===== src/logic/cppm_consts.vh =====
// constants for the core phase, pipeline and data memory decode block
`ifndef CPPM_CONSTS_VH
`define CPPM_CONSTS_VH

// phase counter codes, one per quarter of an instruction cycle
`define CPPM_PH_ONE        2'h0
`define CPPM_PH_TWO        2'h1
`define CPPM_PH_THREE      2'h2
`define CPPM_PH_FOUR       2'h3

// program counter
`define CPPM_PC_W          13
`define CPPM_RESET_VEC     13'h0000
`define CPPM_IRQ_VEC       13'h0004
`define CPPM_PC_ONE        13'h0001
`define CPPM_MASK_512      13'h01FF
`define CPPM_MASK_1K       13'h03FF
`define CPPM_MASK_2K       13'h07FF
`define CPPM_VARIANT_512   2'h0
`define CPPM_VARIANT_1K    2'h1
`define CPPM_VARIANT_2K    2'h2

// instruction word fields
`define CPPM_NOP_WORD      14'h0000
`define CPPM_OP_FILE       2'h0
`define CPPM_OP_JUMP       3'h5
`define CPPM_DEST_BIT      7

// core register offsets within a bank
`define CPPM_OFS_INDIRECT  7'h00
`define CPPM_OFS_PC_LOW    7'h02
`define CPPM_OFS_STATUS    7'h03
`define CPPM_OFS_POINTER   7'h04
`define CPPM_OFS_PC_HIGH   7'h0A

// core status register
`define CPPM_STATUS_RESET  8'h18
`define CPPM_STATUS_WMASK  8'hE7
`define CPPM_BANK_BIT      5
`define CPPM_BYTE_ZERO     8'h00

// data memory map
`define CPPM_SFR_LAST      7'h1F
`define CPPM_GPR_FIRST     7'h20
`define CPPM_GPR_B1_LAST   7'h3F
`define CPPM_MIRROR_FIRST  7'h70
`define CPPM_GPR_B0_BASE   7'h20
`define CPPM_GPR_B1_ADD    7'h40
`define CPPM_GPR_DEPTH     128

// peripheral register offsets; power and NVM are present in bank 1 only
`define CPPM_PER_TIMER     7'h01
`define CPPM_PER_PORT_A    7'h05
`define CPPM_PER_PORT_B    7'h06
`define CPPM_PER_INT_CTL   7'h0B
`define CPPM_PER_INT_FLAG  7'h0C
`define CPPM_PER_POWER     7'h0E
`define CPPM_PER_NVM       7'h10
`define CPPM_PER_ANALOG    7'h1F

// decode regions
`define CPPM_RG_UNIMP      3'h0
`define CPPM_RG_INDIRECT   3'h1
`define CPPM_RG_PC_LOW     3'h2
`define CPPM_RG_STATUS     3'h3
`define CPPM_RG_POINTER    3'h4
`define CPPM_RG_PC_HIGH    3'h5
`define CPPM_RG_PERIPH     3'h6
`define CPPM_RG_GPR        3'h7

`endif


===== src/logic/cppm_core.v =====
// four-phase sequencer, fetch/execute pipeline, program counter, data memory map
//
// Contract
// - input clock divided by four into four non-overlapping phases per instruction cycle
// - program counter increments once per cycle, in phase one
// - fetched word is captured from program memory in phase four
// - instruction enters the latch in phase one, executes in phases two to four
// - operand read in phase two, destination written in phase four
// - fetch overlaps execute, one instruction per cycle
// - program counter change discards the prefetched word as a no-operation
// - program counter is 13 bits, 8K words of 14 bits
// - addresses above the implemented 512, 1K or 2K words wrap around
// - reset loads address 0000h, interrupt entry vectors to 0004h
// - status bit 5 selects bank 1 when set, bank 0 when clear
// - first 32 addresses of each bank are special function registers
// - general RAM at 20-7Fh, plus A0-BFh on the largest variant
// - F0h-FFh reach the same locations as 70h-7Fh
// - register file reachable directly and through the indirect pointer
// - unimplemented data memory reads as zero
// - indirect access location has no storage, acts on the pointed location
// - some peripheral registers exist only in bank 1, core ones in both
// - in RC mode the clock output runs at a quarter of the input clock
`timescale 1ns/1ps
`default_nettype none
`include "cppm_consts.vh"

module cppm_core #(
	parameter [1:0] VARIANT = `CPPM_VARIANT_2K
) (
	// clock and reset; clk_sys is the external input clock
	input  wire        clk_sys,
	input  wire        reset,
	// oscillator mode and clock output
	input  wire        rc_osc_mode,
	output reg         instr_rate_clock_out,
	// phase clocks
	output reg         phase_one,
	output reg         phase_two,
	output reg         phase_three,
	output reg         phase_four,
	// program memory
	output reg  [12:0] prog_addr,
	input  wire [13:0] prog_data,
	// execution unit
	output reg  [13:0] instruction_latch,
	output reg  [7:0]  operand_data,
	output reg  [7:0]  core_status,
	input  wire        exec_wr_en,
	input  wire [7:0]  exec_wr_data,
	// interrupt entry
	input  wire        irq_req,
	output reg         irq_ack,
	output reg  [12:0] irq_return_addr,
	// peripheral register port
	output reg  [7:0]  periph_addr,
	output reg         periph_rd,
	output reg         periph_wr,
	output reg  [7:0]  periph_wdata,
	input  wire [7:0]  periph_rdata
);

	localparam [12:0] PC_MASK = (VARIANT == `CPPM_VARIANT_512) ? `CPPM_MASK_512 :
	                            (VARIANT == `CPPM_VARIANT_1K)  ? `CPPM_MASK_1K  :
	                                                             `CPPM_MASK_2K;
	localparam        LARGE   = (VARIANT == `CPPM_VARIANT_2K) ? 1'b1 : 1'b0;

	reg  [1:0]  phase;
	reg  [12:0] pc;
	reg  [13:0] fetch_word;
	reg         flush;
	reg  [7:0]  indirect_pointer;
	reg  [7:0]  pc_high_latch;
	reg         wr_pending;
	reg  [7:0]  wr_data;
	reg  [7:0]  gpr [0:`CPPM_GPR_DEPTH-1];

	reg  [1:0]  next_phase;
	reg  [7:0]  eff_addr;
	reg  [7:0]  rd_value;
	reg         file_op;
	reg         jump_op;
	reg         pc_write;
	reg  [12:0] next_pc;
	reg  [13:0] next_word;
	reg  [7:0]  next_eff_addr;
	reg         exec_flushed;
	wire [2:0]  next_region;
	wire [2:0]  region;
	wire [6:0]  gpr_index;
	wire        bank_select_bit;

	assign bank_select_bit = core_status[`CPPM_BANK_BIT];

	cppm_addr_decode u_decode (
		.full_addr  (eff_addr),
		.large_part (LARGE),
		.region     (region),
		.gpr_index  (gpr_index)
	);

	// decode of the word about to enter the latch, for the phase two operand strobe
	cppm_addr_decode u_decode_next (
		.full_addr  (next_eff_addr),
		.large_part (LARGE),
		.region     (next_region),
		.gpr_index  ()
	);

	// decode of the instruction held in the latch
	always @* begin
		file_op = (instruction_latch[13:12] == `CPPM_OP_FILE);
		jump_op = (instruction_latch[13:11] == `CPPM_OP_JUMP);
		eff_addr = {bank_select_bit, instruction_latch[6:0]};
		if (instruction_latch[6:0] == `CPPM_OFS_INDIRECT)
			eff_addr = indirect_pointer;
		// the latch loads on the same edge, so the old word would address the wrong register
		next_word     = flush ? `CPPM_NOP_WORD : fetch_word;
		next_eff_addr = {bank_select_bit, next_word[6:0]};
		if (next_word[6:0] == `CPPM_OFS_INDIRECT)
			next_eff_addr = indirect_pointer;
	end

	// read data multiplexer over the data memory map
	always @* begin
		case (region)
			`CPPM_RG_PC_LOW:  rd_value = pc[7:0];
			`CPPM_RG_STATUS:  rd_value = core_status;
			`CPPM_RG_POINTER: rd_value = indirect_pointer;
			`CPPM_RG_PC_HIGH: rd_value = pc_high_latch;
			`CPPM_RG_PERIPH:  rd_value = periph_rdata;
			`CPPM_RG_GPR:     rd_value = gpr[gpr_index];
			// pointer at itself and holes both read as zero
			default:          rd_value = `CPPM_BYTE_ZERO;
		endcase
	end

	// program counter change at the end of phase four
	always @* begin
		pc_write = 1'b0;
		next_pc  = pc;
		if (irq_req && !exec_flushed) begin
			pc_write = 1'b1;
			next_pc  = `CPPM_IRQ_VEC;
		end else if (jump_op && !exec_flushed) begin
			pc_write = 1'b1;
			next_pc  = {pc_high_latch[4:3], instruction_latch[10:0]};
		end else if (wr_pending && region == `CPPM_RG_PC_LOW) begin
			pc_write = 1'b1;
			next_pc  = {pc_high_latch[4:0], wr_data};
		end
		next_pc = next_pc & PC_MASK;
	end

	always @* begin
		next_phase = phase + 2'h1;
	end

	// phase sequencer and clock output
	always @(posedge clk_sys or posedge reset) begin
		if (reset) begin
			phase                <= `CPPM_PH_FOUR;
			phase_one            <= 1'b0;
			phase_two            <= 1'b0;
			phase_three          <= 1'b0;
			phase_four           <= 1'b0;
			instr_rate_clock_out <= 1'b0;
		end else begin
			phase                <= next_phase;
			phase_one            <= (next_phase == `CPPM_PH_ONE);
			phase_two            <= (next_phase == `CPPM_PH_TWO);
			phase_three          <= (next_phase == `CPPM_PH_THREE);
			phase_four           <= (next_phase == `CPPM_PH_FOUR);
			// high in phases three and four in RC mode, low otherwise, one period per instruction cycle
			instr_rate_clock_out <= rc_osc_mode &&
				(next_phase == `CPPM_PH_THREE || next_phase == `CPPM_PH_FOUR);
		end
	end

	// pipeline and program counter
	always @(posedge clk_sys or posedge reset) begin
		if (reset) begin
			pc                <= `CPPM_RESET_VEC;
			prog_addr         <= `CPPM_RESET_VEC;
			fetch_word        <= `CPPM_NOP_WORD;
			instruction_latch <= `CPPM_NOP_WORD;
			// nothing valid fetched yet, so the first execute slot is empty
			flush             <= 1'b1;
			exec_flushed      <= 1'b1;
			irq_ack           <= 1'b0;
			irq_return_addr   <= `CPPM_RESET_VEC;
		end else begin
			irq_ack <= 1'b0;
			case (phase)
				`CPPM_PH_ONE: begin
					prog_addr <= pc;
					pc        <= (pc + `CPPM_PC_ONE) & PC_MASK;
					instruction_latch <= flush ? `CPPM_NOP_WORD : fetch_word;
					// marks the whole executing cycle as a discarded slot
					exec_flushed <= flush;
					flush     <= 1'b0;
				end
				`CPPM_PH_FOUR: begin
					fetch_word <= prog_data;
					if (pc_write) begin
						pc    <= next_pc;
						flush <= 1'b1;
					end
					if (irq_req && !exec_flushed) begin
						irq_ack         <= 1'b1;
						irq_return_addr <= pc;
					end
				end
				default: begin
					pc <= pc;
				end
			endcase
		end
	end

	// operand read, destination write and peripheral strobes
	always @(posedge clk_sys or posedge reset) begin
		if (reset) begin
			operand_data     <= `CPPM_BYTE_ZERO;
			core_status      <= `CPPM_STATUS_RESET;
			indirect_pointer <= `CPPM_BYTE_ZERO;
			pc_high_latch    <= `CPPM_BYTE_ZERO;
			wr_pending       <= 1'b0;
			wr_data          <= `CPPM_BYTE_ZERO;
			periph_addr      <= `CPPM_BYTE_ZERO;
			periph_rd        <= 1'b0;
			periph_wr        <= 1'b0;
			periph_wdata     <= `CPPM_BYTE_ZERO;
		end else begin
			periph_rd <= 1'b0;
			periph_wr <= 1'b0;
			case (phase)
				`CPPM_PH_ONE: begin
					// strobe stands through phase two for the operand read
					periph_addr <= next_eff_addr;
					periph_rd   <= (next_word[13:12] == `CPPM_OP_FILE) &&
						next_region == `CPPM_RG_PERIPH;
				end
				`CPPM_PH_TWO: begin
					operand_data <= file_op ? rd_value : `CPPM_BYTE_ZERO;
				end
				`CPPM_PH_THREE: begin
					// result sampled once so phase four sees a stable value
					wr_pending   <= exec_wr_en && file_op &&
						instruction_latch[`CPPM_DEST_BIT];
					wr_data      <= exec_wr_data;
					periph_addr  <= eff_addr;
					periph_wdata <= exec_wr_data;
					periph_wr    <= exec_wr_en && file_op &&
						instruction_latch[`CPPM_DEST_BIT] && region == `CPPM_RG_PERIPH;
				end
				`CPPM_PH_FOUR: begin
					wr_pending <= 1'b0;
					if (wr_pending) begin
						case (region)
							`CPPM_RG_STATUS: core_status <=
								(core_status & ~`CPPM_STATUS_WMASK) |
								(wr_data & `CPPM_STATUS_WMASK);
							`CPPM_RG_POINTER: indirect_pointer <= wr_data;
							`CPPM_RG_PC_HIGH: pc_high_latch <= wr_data;
							default: pc_high_latch <= pc_high_latch;
						endcase
					end
				end
				default: begin
					wr_pending <= wr_pending;
				end
			endcase
		end
	end

	// general purpose register file, written in phase four only
	always @(posedge clk_sys) begin
		if (!reset && phase == `CPPM_PH_FOUR && wr_pending && region == `CPPM_RG_GPR)
			gpr[gpr_index] <= wr_data;
	end

endmodule // cppm_core
`default_nettype wire


===== src/logic/cppm_addr_decode.v =====
// data memory address decode into regions and register file index
`timescale 1ns/1ps
`default_nettype none
`include "cppm_consts.vh"

module cppm_addr_decode (
	// address in
	input  wire [7:0] full_addr,
	input  wire       large_part,
	// decode out
	output reg  [2:0] region,
	output reg  [6:0] gpr_index
);

	reg       bank;
	reg [6:0] low;

	always @* begin
		bank      = full_addr[7];
		low       = full_addr[6:0];
		region    = `CPPM_RG_UNIMP;
		gpr_index = low - `CPPM_GPR_B0_BASE;
		if (low <= `CPPM_SFR_LAST) begin
			// core registers decode the same in both banks
			case (low)
				`CPPM_OFS_INDIRECT: region = `CPPM_RG_INDIRECT;
				`CPPM_OFS_PC_LOW:   region = `CPPM_RG_PC_LOW;
				`CPPM_OFS_STATUS:   region = `CPPM_RG_STATUS;
				`CPPM_OFS_POINTER:  region = `CPPM_RG_POINTER;
				`CPPM_OFS_PC_HIGH:  region = `CPPM_RG_PC_HIGH;
				`CPPM_PER_TIMER, `CPPM_PER_PORT_A, `CPPM_PER_PORT_B,
				`CPPM_PER_INT_CTL, `CPPM_PER_INT_FLAG, `CPPM_PER_ANALOG:
					region = `CPPM_RG_PERIPH;
				`CPPM_PER_POWER, `CPPM_PER_NVM:
					region = bank ? `CPPM_RG_PERIPH : `CPPM_RG_UNIMP;
				default: region = `CPPM_RG_UNIMP;
			endcase
		end else if (!bank) begin
			region = `CPPM_RG_GPR;
		end else if (low >= `CPPM_MIRROR_FIRST) begin
			region = `CPPM_RG_GPR;
		end else if (large_part && low <= `CPPM_GPR_B1_LAST) begin
			region    = `CPPM_RG_GPR;
			gpr_index = low + `CPPM_GPR_B1_ADD;
		end
	end

endmodule // cppm_addr_decode
`default_nettype wire


===== config.mk =====
export PLATFORM = sky130hd
export DESIGN_NAME = cppm_core
export DESIGN_NICKNAME = d
export VERILOG_FILES = /design/src/logic/cppm_core.v /design/src/logic/cppm_addr_decode.v
export VERILOG_INCLUDE_DIRS = /design/src /design/src/logic
export SDC_FILE = /design/constraint.sdc
export NUM_CORES = 1
export LEC_CHECK = 0
export ABC_CLOCK_PERIOD_IN_PS = 4160
export BUFFER_PORTS_ARGS = -buffer_cell sky130_fd_sc_hd__buf_4
export CAP_MARGIN = 25
export CORE_ASPECT_RATIO = 0.7
export CORE_MARGIN = 4
export CORE_UTILIZATION = 41
export CTS_BUF_LIST = sky130_fd_sc_hd__clkbuf_2 sky130_fd_sc_hd__clkbuf_4 sky130_fd_sc_hd__clkbuf_8
export DETAILED_ROUTE_END_ITERATION = 8
export PLACE_DENSITY = 0.53
export SYNTH_ARGS = -nofsm -noshare
export SYNTH_HDL_FRONTEND = slang
export SYNTH_SLANG_ARGS = --single-unit

===== constraint.sdc =====
create_clock -name clk_sys -period 4.16 [get_ports clk_sys]
set_input_delay 0.416 -clock clk_sys [delete_from_list [all_inputs] [get_ports clk_sys]]
set_output_delay 0.416 -clock clk_sys [all_outputs]
set_load 0.01 [all_outputs]

Word-level counts from Yosys, hierarchy flattened
Memories as Yosys holds them, arrays and structs flattened.
Cells that the tools add are included.

cells by class
  add/sub/neg operators = 4
  multipliers = 0
  divide/modulo/power cells = 0
  order comparisons = 6
  equal/unequal tests = 40
  shift-type cells = 0
  multiplexer cells = 39
  bitwise gates (word level) = 1
  reductions and logical operators = 35

operator list
  cell                   number
  $eq 7x4->1 const B     8
  $pmux 8 s6             1
  $eq 7x3->1 const B     6
  $pmux 3 s7             2
  $mux 11                3
  $mux 3                 10
  $eq 7x2->1 const B     4
  $eq 7x5->1 const B     4
  $logic_not 7->1        4
  $mux 7                 4
  $pmux 13 s2            1
  $mux 8                 3
  $eq 3x3->1 const B     6
  $pmux 8 s2             1
  $eq 7x1->1 const B     2
  $ge 7x7->1 const B     2
  $le 7x5->1 const B     2
  $le 7x6->1 const B     2
  $mux 14                1
  $mux 13                1
  $reduce_and 3->1       4
  $reduce_or 6->1        2
  $add 11x1->11 const B  1
  $logic_and 1x1->1      11
  17 further kinds       40

storage, ports and cells
  flip-flop bits (word level) = 128
  bits in latches = 0
  bits in writable memories = 1024
  memory bits (read-only) = 0
  bits of input ports = 35
  word-level logic and storage cells = 150
  memories = 1

memory list
  memory  words  width  read ports  clocked after memory_dff  wr ports  line            text
  gpr     128    8      1           0                         1         cppm_core.v:75  reg [7:0] gpr [0:`CPPM_GPR_DEPTH-1];

Longest topological paths before layout
Gate-level depths: netlist of the first run.

  depth after elaboration = 14
  mapped depth = 15
  gate-level depth less buffers = 12

Modules after synthesis
A second synthesis of the first run with hierarchy kept.

second synthesis, totals
  cells, all modules = 2834
  area total of the unflattened synthesis = 46230.6 sq um

by module, submodules not included
  module            instances  cells an instance  area an instance (sq um)
  cppm_core         1          2704               45337.2
  cppm_addr_decode  2          65                 446.7

Worst setup path after synthesis of the first run
No wires, ideal clock.

  kind = reg2reg
  from = register instruction_latch[0]
  to = memory gpr[107][0] (enable)
  setup time = 370 ps
  arrival time = 3030 ps
  data required time = 3790 ps
  slack = 760 ps
  stages on the path, launching flop included = 14
  path buffers = 2
  clock period less this slack = 3400 ps
  cells stage by stage = dfrtp_1 > buf_2 > nor3_1 > nand2_1 > o21a_1 > inv_1 > ha_1 > a31oi_1 > o21ai_0 > o21ai_0 > nor3_2 > nand2_1 > buf_2 > nor2_1

on the way
  word-level cells in the longest chain between the ends = 11

RTL lines
  item                          line                   text
  from (decl)                   cppm_core.v:45         output reg [13:0] instruction_latch,
  from (signal assigned)        cppm_core.v:185        instruction_latch <= `CPPM_NOP_WORD;
  from (signal assigned)        cppm_core.v:197        instruction_latch <= flush ? `CPPM_NOP_WORD : fetch_word;
  $logic_not 7->1 (no line)     --
  $mux 8 (*)                    cppm_core.v:114        if (instruction_latch[6:0] == `CPPM_OFS_INDIRECT)
  $le 7x6->1 (no line)          --
  $mux 3                        cppm_addr_decode.v:42  end else if (large_part && low <= `CPPM_GPR_B1_LAST) begin
  $mux 3                        cppm_addr_decode.v:40  end else if (low >= `CPPM_MIRROR_FIRST) begin
  $mux 3                        cppm_addr_decode.v:38  end else if (!bank) begin
  $mux 3                        cppm_addr_decode.v:23  if (low <= `CPPM_SFR_LAST) begin
  $eq 3x3->1                    --
  $logic_and 1x1->1 (no line)   --
  $mux 1                        cppm_core.v:278        if (!reset && phase == `CPPM_PH_FOUR && wr_pending && region == `CPPM_RG_GPR)
  $mux 1 (implied by the code)  cppm_core.v:279        gpr[gpr_index] <= wr_data;
  to (decl)                     cppm_core.v:75

Mark *: on every way between the ends. The rest lies on a longest branch, timed or not.

Worst setup path in the final report of the first run
  from = register instruction_latch[5]
  to = register operand_data[2]

on the way
  word-level cells in the longest chain between the ends = 10

RTL lines
  item                                           line                   text
  $logic_not 7->1 (no line)                      --
  $mux 8 (*)                                     cppm_core.v:114
  $sub 7x6->7 (no line) (tied with other cells)  --
  $mux 7 or $mux 3 (tied branches)               cppm_addr_decode.v:42
  $mux 7 or $mux 3 (tied branches)               cppm_addr_decode.v:40
  $mux 7 or $mux 3 (tied branches)               cppm_addr_decode.v:38
  $mux 7 or $mux 3 (tied branches)               cppm_addr_decode.v:23
  $mem_v2 128x8 (tied with other cells)          --
  $pmux 8 s6 (*)                                 cppm_core.v:125        case (region)
  $mux 8 (no line) (*)                           --
  to (signal assigned)                           cppm_core.v:223        operand_data <= `CPPM_BYTE_ZERO;
  to (signal assigned)                           cppm_core.v:244        operand_data <= file_op ? rd_value : `CPPM_BYTE_ZERO;
  to (decl)                                      cppm_core.v:46         output reg [7:0] operand_data,

Marks and branches as above.
A chain may end at the register's enable or synchronous reset.

==> reports/qor.csv, run 1 <==
metric,value,unit
status,finished clean,
GRT Resource Usage Total,28.98,%
met2 usage,40.25,%
sequential element share of the synthesized area,74.50,%
initial core utilization,41.55,%
Hold Crit Class,input pin to register,
unrepaired setup endpoints after global routing,no,
FF+latch area,0.03379,mm²
initial drt markers,5151,
die width,405.3,µm
CTS tree,done,
CTS Buf Count,171,
Most used DFF post-synth,edfxtp_1,
area of the multi-input gates,0.01076,mm²
maxcap violations,0,
"CTS clk-pin slew, worst paths",70,ps
met3 usage,8.119,%
share of the core filled with cells,49.50,%
filler-free cell count of the finished design,5188,
Synth Warn #,0,
half-perimeter wire length after placement,109100,µm
Final period util,99.07,%
ANT nets after route,0,
GRT Max-Usage Layer,met1,
Die Y,286.1,µm
initial antenna violation count,4,
vias in the first global route,30850,
final weighted congestion of routability-driven global placement,0.9554,
Peak supply drop,0.2944,mV
endpoints failing setup,0,
Root Driver,clkbuf_8,
wire length of the first global-routing pass,237200,µm
Final Routed Wirelength,170000,µm
Pwr per Cell Area,465.5,mW/mm²
clock skew,41.70,ps
Worst Tran Pin Value,1116,ps
Max Slew Vio Count,0,
clock sink count,1144,
nets,3653,
Inst Count DP,4847,
final hold slack,181.1,ps
Mapped Avg Cell Area,14.45,µm²
fin crit period,4121,ps
static leakage,18.50,nW
area grow syn2layout,19.14,%
crit path launch type,register,
synthesized area,0.04531,mm²
crit end category,register,
Die Area,0.1160,mm²
Slew HR,25.37,%
H-tree depth,4,
largest net degree at the start of global routing,77,
drt pass-1 iters,6,
Yosys cell types,85,
Vias/cell,6.179,
WP data required,4930,ps
Skew-Pair Late Insertion Delay,880,ps
Worst Path Max Fanout,23,
number of flops mapped to enable cells by yosys,1024,
WP data arrival,4890,ps
grt total ovfl,0,
fillers,9375,
Bufs on Longest Clock Path,3,
vias,32060,
DRC Markers,0,
core area,0.1091,mm²
I/O Pins,115,
M1 GR Usage,43.72,%
"FF+latch count, synth",1144,
Fmax,242.6,MHz
WS Path Type,register to register,
"Hold Vio Cnt, Final",0,
num rows,101,
Synth Instances,3135,
Synth async-reset ratio,10.49,%
# port buffers,108,
DR WL/cell,32.76,µm
share of layout cells above drive strength 1,23.98,%
layer usage:
layer,wire length [µm],part of all wire [%]
met4,5413,3.2
met3,21350,13
met2,70300,41
met5,11,0.0065
met1,72870,43
path summary, 6_finish.rpt:
path | startpoint | endpoint | slack (ps) | depth (start not counted)
max | instruction_latch[5] | operand_data[2] | 40 | 10
max reg2reg | instruction_latch[5] | operand_data[2] | 40 | 10
min in group asynchronous | reset | instruction_latch[13] | 250 | 3
min | periph_rdata[4] | operand_data[4] | 180 | 4
min reg2reg | irq_return_addr[3] | irq_return_addr[3] | 500 | 2
max in group asynchronous | reset | prog_addr[1] | 2930 | 4
stage by stage:
stage	setup WS [ps]	TNS [ps]	cell area, µm²	power [mW]
floorplan	564.8	0	45330	14.36
global placement	-95.08	-95.08	50290	16.01
detailed placement	-13.48	-13.48	50290	16.02
CTS	25.25	0	53970	25.15
global route	6.908	0	53990	25.90
finish	38.64	0	53990	25.13
cell families (layout without fill, tap and decap cells):
group                      Yosys count  in the layout  synth area share (%)
buffers and inverters              219            825                 2.181
DFF                               1144           1144                 74.50
AOI/OAI and AO/OA                  721            721                 11.14
adders and majority gates            9              9                0.2485
muxes                              144            144                 3.454
other                                2              7               0.01657
and+or+nand+nor                    896            896                 8.463
cell type report:
class                           instances  area share [%]
Antenna cell                            1        0.004635
Inverter                               16          0.1159
Timing Repair Buffer                  500           7.792
Clock buffer                          237           5.358
Sequential cell                      1144           62.59
Tap cell                             1442           3.342
Clock inverter                         72          0.8784
Multi-Input combinational cell       1776           19.92
flip-flops by register name (all words and copies together) (netlist names), 2 cells and up:
name,count
irq_return_addr,11
operand_data,8
instruction_latch,14
periph_addr,8
indirect_pointer,8
prog_addr,11
pc_high_latch,8
wr_data,8
pc,11
fetch_word,14
gpr,1024
phase,2
core_status,6
worst max-delay path, stage by stage, from the launching register on:
cell	delay [ps]
dfrtp_1	470
nor4_4	520
buf_4	260
a21o_4	400
nand2_1	130
buf_4	280
o22ai_1	220
a221oi_1	130
o32ai_1	970
a22oi_1	350
a31o_1	290
cell usage after synthesis, drive strengths merged, types with 15 or more instances:
library cell / count / area share, %
mux2i: 45 / 0.99
nand2: 415 / 3.5
nor4: 15 / 0.25
nand3: 106 / 1.2
o221ai: 53 / 1.0
mux2: 99 / 2.5
edfxtp: 1024 / 68
dfrtp: 116 / 6.4
a222oi: 17 / 0.38
a21oi: 100 / 1.1
a31oi: 53 / 0.73
a22oi: 15 / 0.25
a221oi: 22 / 0.43
o211ai: 19 / 0.31
nor2: 238 / 2.0
o22ai: 140 / 1.9
buf: 113 / 1.3
clkbuf: 90 / 0.75
inv: 16 / 0.13
o21ai: 112 / 1.2
a211oi: 21 / 0.35
nor3: 65 / 0.76
what timing repair did:
item,in CTS,in global routing
hold endpoints to repair,82,0
hold buffers,31,0
buffers inserted,0,0
gates resized for setup,1,3
endpoints found under the setup margin,1,2
power breakdown:
part / total (mW) / internal, mW / switching [mW]
Sequential: 12.9 / 12.6 / 0.277
Combinational: 2.99 / 0.963 / 2.03
Clock: 9.22 / 4.72 / 4.51
Total: 25.1 / 18.3 / 6.81
placed cells by master, fill, tap and decap left out, drive strengths merged, types with 11 or more instances in the layout:
cell,instances
a211oi,21
o21ai,112
a221o,12
clkinv,57
dfrtp,116
nor2,238
buf,469
dlygate4sd3,31
mux2,99
o22ai,140
nand3,106
nor4,15
a222oi,17
a31oi,53
nor2b,12
and3,11
nand2,415
clkbuf,237
nor3,65
o31ai,11
a22oi,15
o211ai,19
mux2i,45
inv,24
edfxtp,1024
a221oi,22
a21oi,100
o2bb2ai,12
o221ai,53
No activity file was read; power rests on OpenSTA's default activity.
==> run 2: changes to the inputs <==
CORE_UTILIZATION = 35   (was 41)
PLACE_DENSITY = 0.47   (was 0.53)
==> run 2 against run 1 <==
Compared with the run above: largest cell class unchanged; clock skew shrank 3.5 ps; highest routed layer is now met4; hold slack lost 71 ps; critical path depth up 2.
==> reports/qor.csv, run 2 (same netlist as run 1, synthesis figures left out) <==
metric,value,unit,change
status,finished clean,,
Root Driver,clkbuf_8,,
Buf/Inv on CP,4,,+2
largest net degree at the start of global routing,84,,+9.1%
DR WL/cell,31.81,µm,-2.9%
GRT Resource Usage Total,25.58,%,-3.4 points
final hold slack,110.0,ps,-71.11 ps
share of layout cells above drive strength 1,24.84,%,+0.86 points
area of the multi-input gates,0.01075,mm²,about the same
Net Switching,6.950,mW,+2.0%
static leakage,18.75,nW,+1.3%
half-perimeter wire length after placement,114600,µm,+5.0%
total power,25.43,mW,+1.2%
crit path cell chain,or4_4 > o31a_4 > nand2_4 > buf_12 > buf_4 > o22ai_1 > a2111oi_0 > buf_4 > nor3_1 > o21ai_0 > buf_4 > a31o_1,,
CTS Buf Count,174,,+1.8%
Bufs on Longest Clock Path,3,,unchanged
clock sink count,1144,,unchanged
"CP delay by family, top",compound AO/OA/AOI/OAI gates,,
crit path from,instruction_latch[5],,
CTS tree,done,,
Fmax,246.4,MHz,+1.5%
Worst Tran Pin Value,1042,ps,-74.04 ps
Hold Crit Class,input pin to asynchronous set/reset pin,,
Skew-Pair Late Insertion Delay,900,ps,+20 ps
Crit-path slowest cell,a2111oi_0,,
area grow syn2layout,20.97,%,
Inst Count DP,5174,,+6.7%
grt total ovfl,0,,unchanged
"most used cell, CP",buf_4,,
endpoints failing setup,0,,unchanged
unrepaired setup endpoints after global routing,no,,
"commonest non-fill, non-tap cell in the layout",edfxtp_1,,
R2R Setup Slk,100,ps,+60 ps
maxcap violations,0,,unchanged
final weighted congestion of routability-driven global placement,0.9249,,-3.2%
core area,0.1285,mm²,+18%
R2R Path Start,instruction_latch[5],,
Post-DP Area,0.05093,mm²,+1.3%
Final period util,97.57,%,-1.5 points
initial core utilization,35.25,%,-6.3 points
FF+latch area,0.03379,mm²,unchanged
drt pass-1 iters,8,,+2
Seq pwr share,50.6,%,-0.8 points
num rows,110,,+8.9%
initial drt markers,4447,,-14%
setup TNS,0,ps,unchanged
Sw Ratio,27.32,%,+0.21 points
Max Slew Vio Count,0,,unchanged
clock skew,38.16,ps,-3.537 ps
largest register by flop count,gpr,,
P_int,18.48,mW,+0.92%
nets,3693,,+1.1%
worst r2r dst,operand_data[4],,
Die Area,0.1354,mm²,+17%
"CTS clk-pin slew, worst paths",70,ps,about the same
max incr delay on CP,920,ps,-50 ps
Vias/cell,5.815,,-5.9%
share of the core filled with cells,42.64,%,-6.9 points
Critical Path Sink,operand_data[4],,
Die Y,309.0,µm,+8.0%
Post-CTS Setup Inserts,0,,unchanged
fillers,11790,,+26%
die width,438.1,µm,+8.1%
"Hold Vio Cnt, Final",0,,unchanged
ANT nets after route,0,,unchanged
Final Worst Setup Slack,101.2,ps,+62.55 ps
Pwr per Cell Area,464.0,mW/mm²,-0.32%
Largest register FFs,1024,,unchanged
crit path launch type,register,,
fin area,0.05481,mm²,+1.5%
R2R depth,12,,+2
wire length of the first global-routing pass,246100,µm,+3.7%
Placement Setup Slack,-12.91,ps,+0.5734 ps
Slew HR,28.74,%,+3.4 points
H-tree depth,4,,unchanged
filler-free cell count of the finished design,5539,,+6.8%
# port buffers,108,,unchanged
Final Routed Wirelength,176200,µm,+3.7%
vias in the first global route,31420,,+1.9%
vias,32210,,+0.47%
critical path depth in cells,12,,+2
fin crit period,4059,ps,-62.55 ps
most frequent cells in the layout,"1,024 x edfxtp_1, 468 x buf_4, 410 x nand2_1, 236 x nor2_1, 186 x clkbuf_8",,
Peak supply drop,0.3014,mV,+2.4%
I/O Pins,115,,unchanged
WP data required,5000,ps,+70 ps
Top Registers,"gpr x1024, fetch_word x14, instruction_latch x14",,
WP data arrival,4900,ps,about the same
Worst Path Max Fanout,24,,+4.3%
Logic pwr share,12.2,%,+0.3 points
DRC Markers,0,,unchanged
crit end category,register,,
clock share of power,37.2,%,+0.5 points
WS Path Type,register to register,,
initial antenna violation count,9,,+5
## run 2: cell types whose count changed in the layout (fill, tap and decap cells not counted), moves of 5 or more
cell        change
clkinv_1        +5
clkinvlp_4      +5
clkbuf_8        +8
buf_4          +29
diode_2         +6
## run 2: final cells by class
class / count / share of cell area (%)
antenna: 7 / 0.03196
clock buffer: 243 / 5.451
clock inverter: 80 / 0.8514
inverter: 16 / 0.1141
multi-input combinational: 1776 / 19.61
sequential: 1144 / 61.64
tap: 1736 / 3.963
timing repair buffer: 537 / 8.339
## run 2: what timing repair did
item | CTS | global route
hold buffers | 32 | 0
endpoints found under the setup margin | 1 | 5
endpoints found under the hold margin | 57 | 0
gates cloned | 0 | 0
gates resized for setup | 1 | 4
## run 2: worst reg2reg max path, stage by stage, from the launching register on
cell,delay (ps)
dfrtp_1,510
or4_4,670
o31a_4,440
nand2_4,130
buf_12,220
buf_4,260
o22ai_1,110
a2111oi_0,920
buf_4,250
nor3_1,60
o21ai_0,180
buf_4,140
a31o_1,120
## run 2: how the worst min path moves through the flow
stage | to | slack [ps] | cells after the start
final | operand_data[4] | 110 | 3
after global routing | operand_data[1] | 100 | 4
after CTS | operand_data[1] | 30 | 4
after detailed placement | fetch_word[7] | 460 | 2
after global placement | fetch_word[7] | 460 | 2
after floorplan | fetch_word[11] | 480 | 1
## run 2: routing by layer
layer / routed length (µm) / track usage, % / vias to the layer above / share of wire [%]
li1: - / - / 13280 / -
met1: 78130 / 38.75 / 16650 / 44
met2: 73360 / 36.18 / 1971 / 42
met3: 19940 / 6.186 / 305 / 11
met4: 4776 / 7.750 / 0 / 2.7
met5: 0 / 0 / - / 0
## run 2: power by group through the flow
stage / sequential [mW] / combinational (mW) / clock (mW)
after floorplan: 13.1 / 1.28 / 0
after global placement: 13.1 / 2.93 / 0
after detailed placement: 13.2 / 2.95 / 0
after CTS: 12.9 / 2.98 / 9.60
after global routing: 12.9 / 3.21 / 10.1
final: 12.9 / 3.10 / 9.45
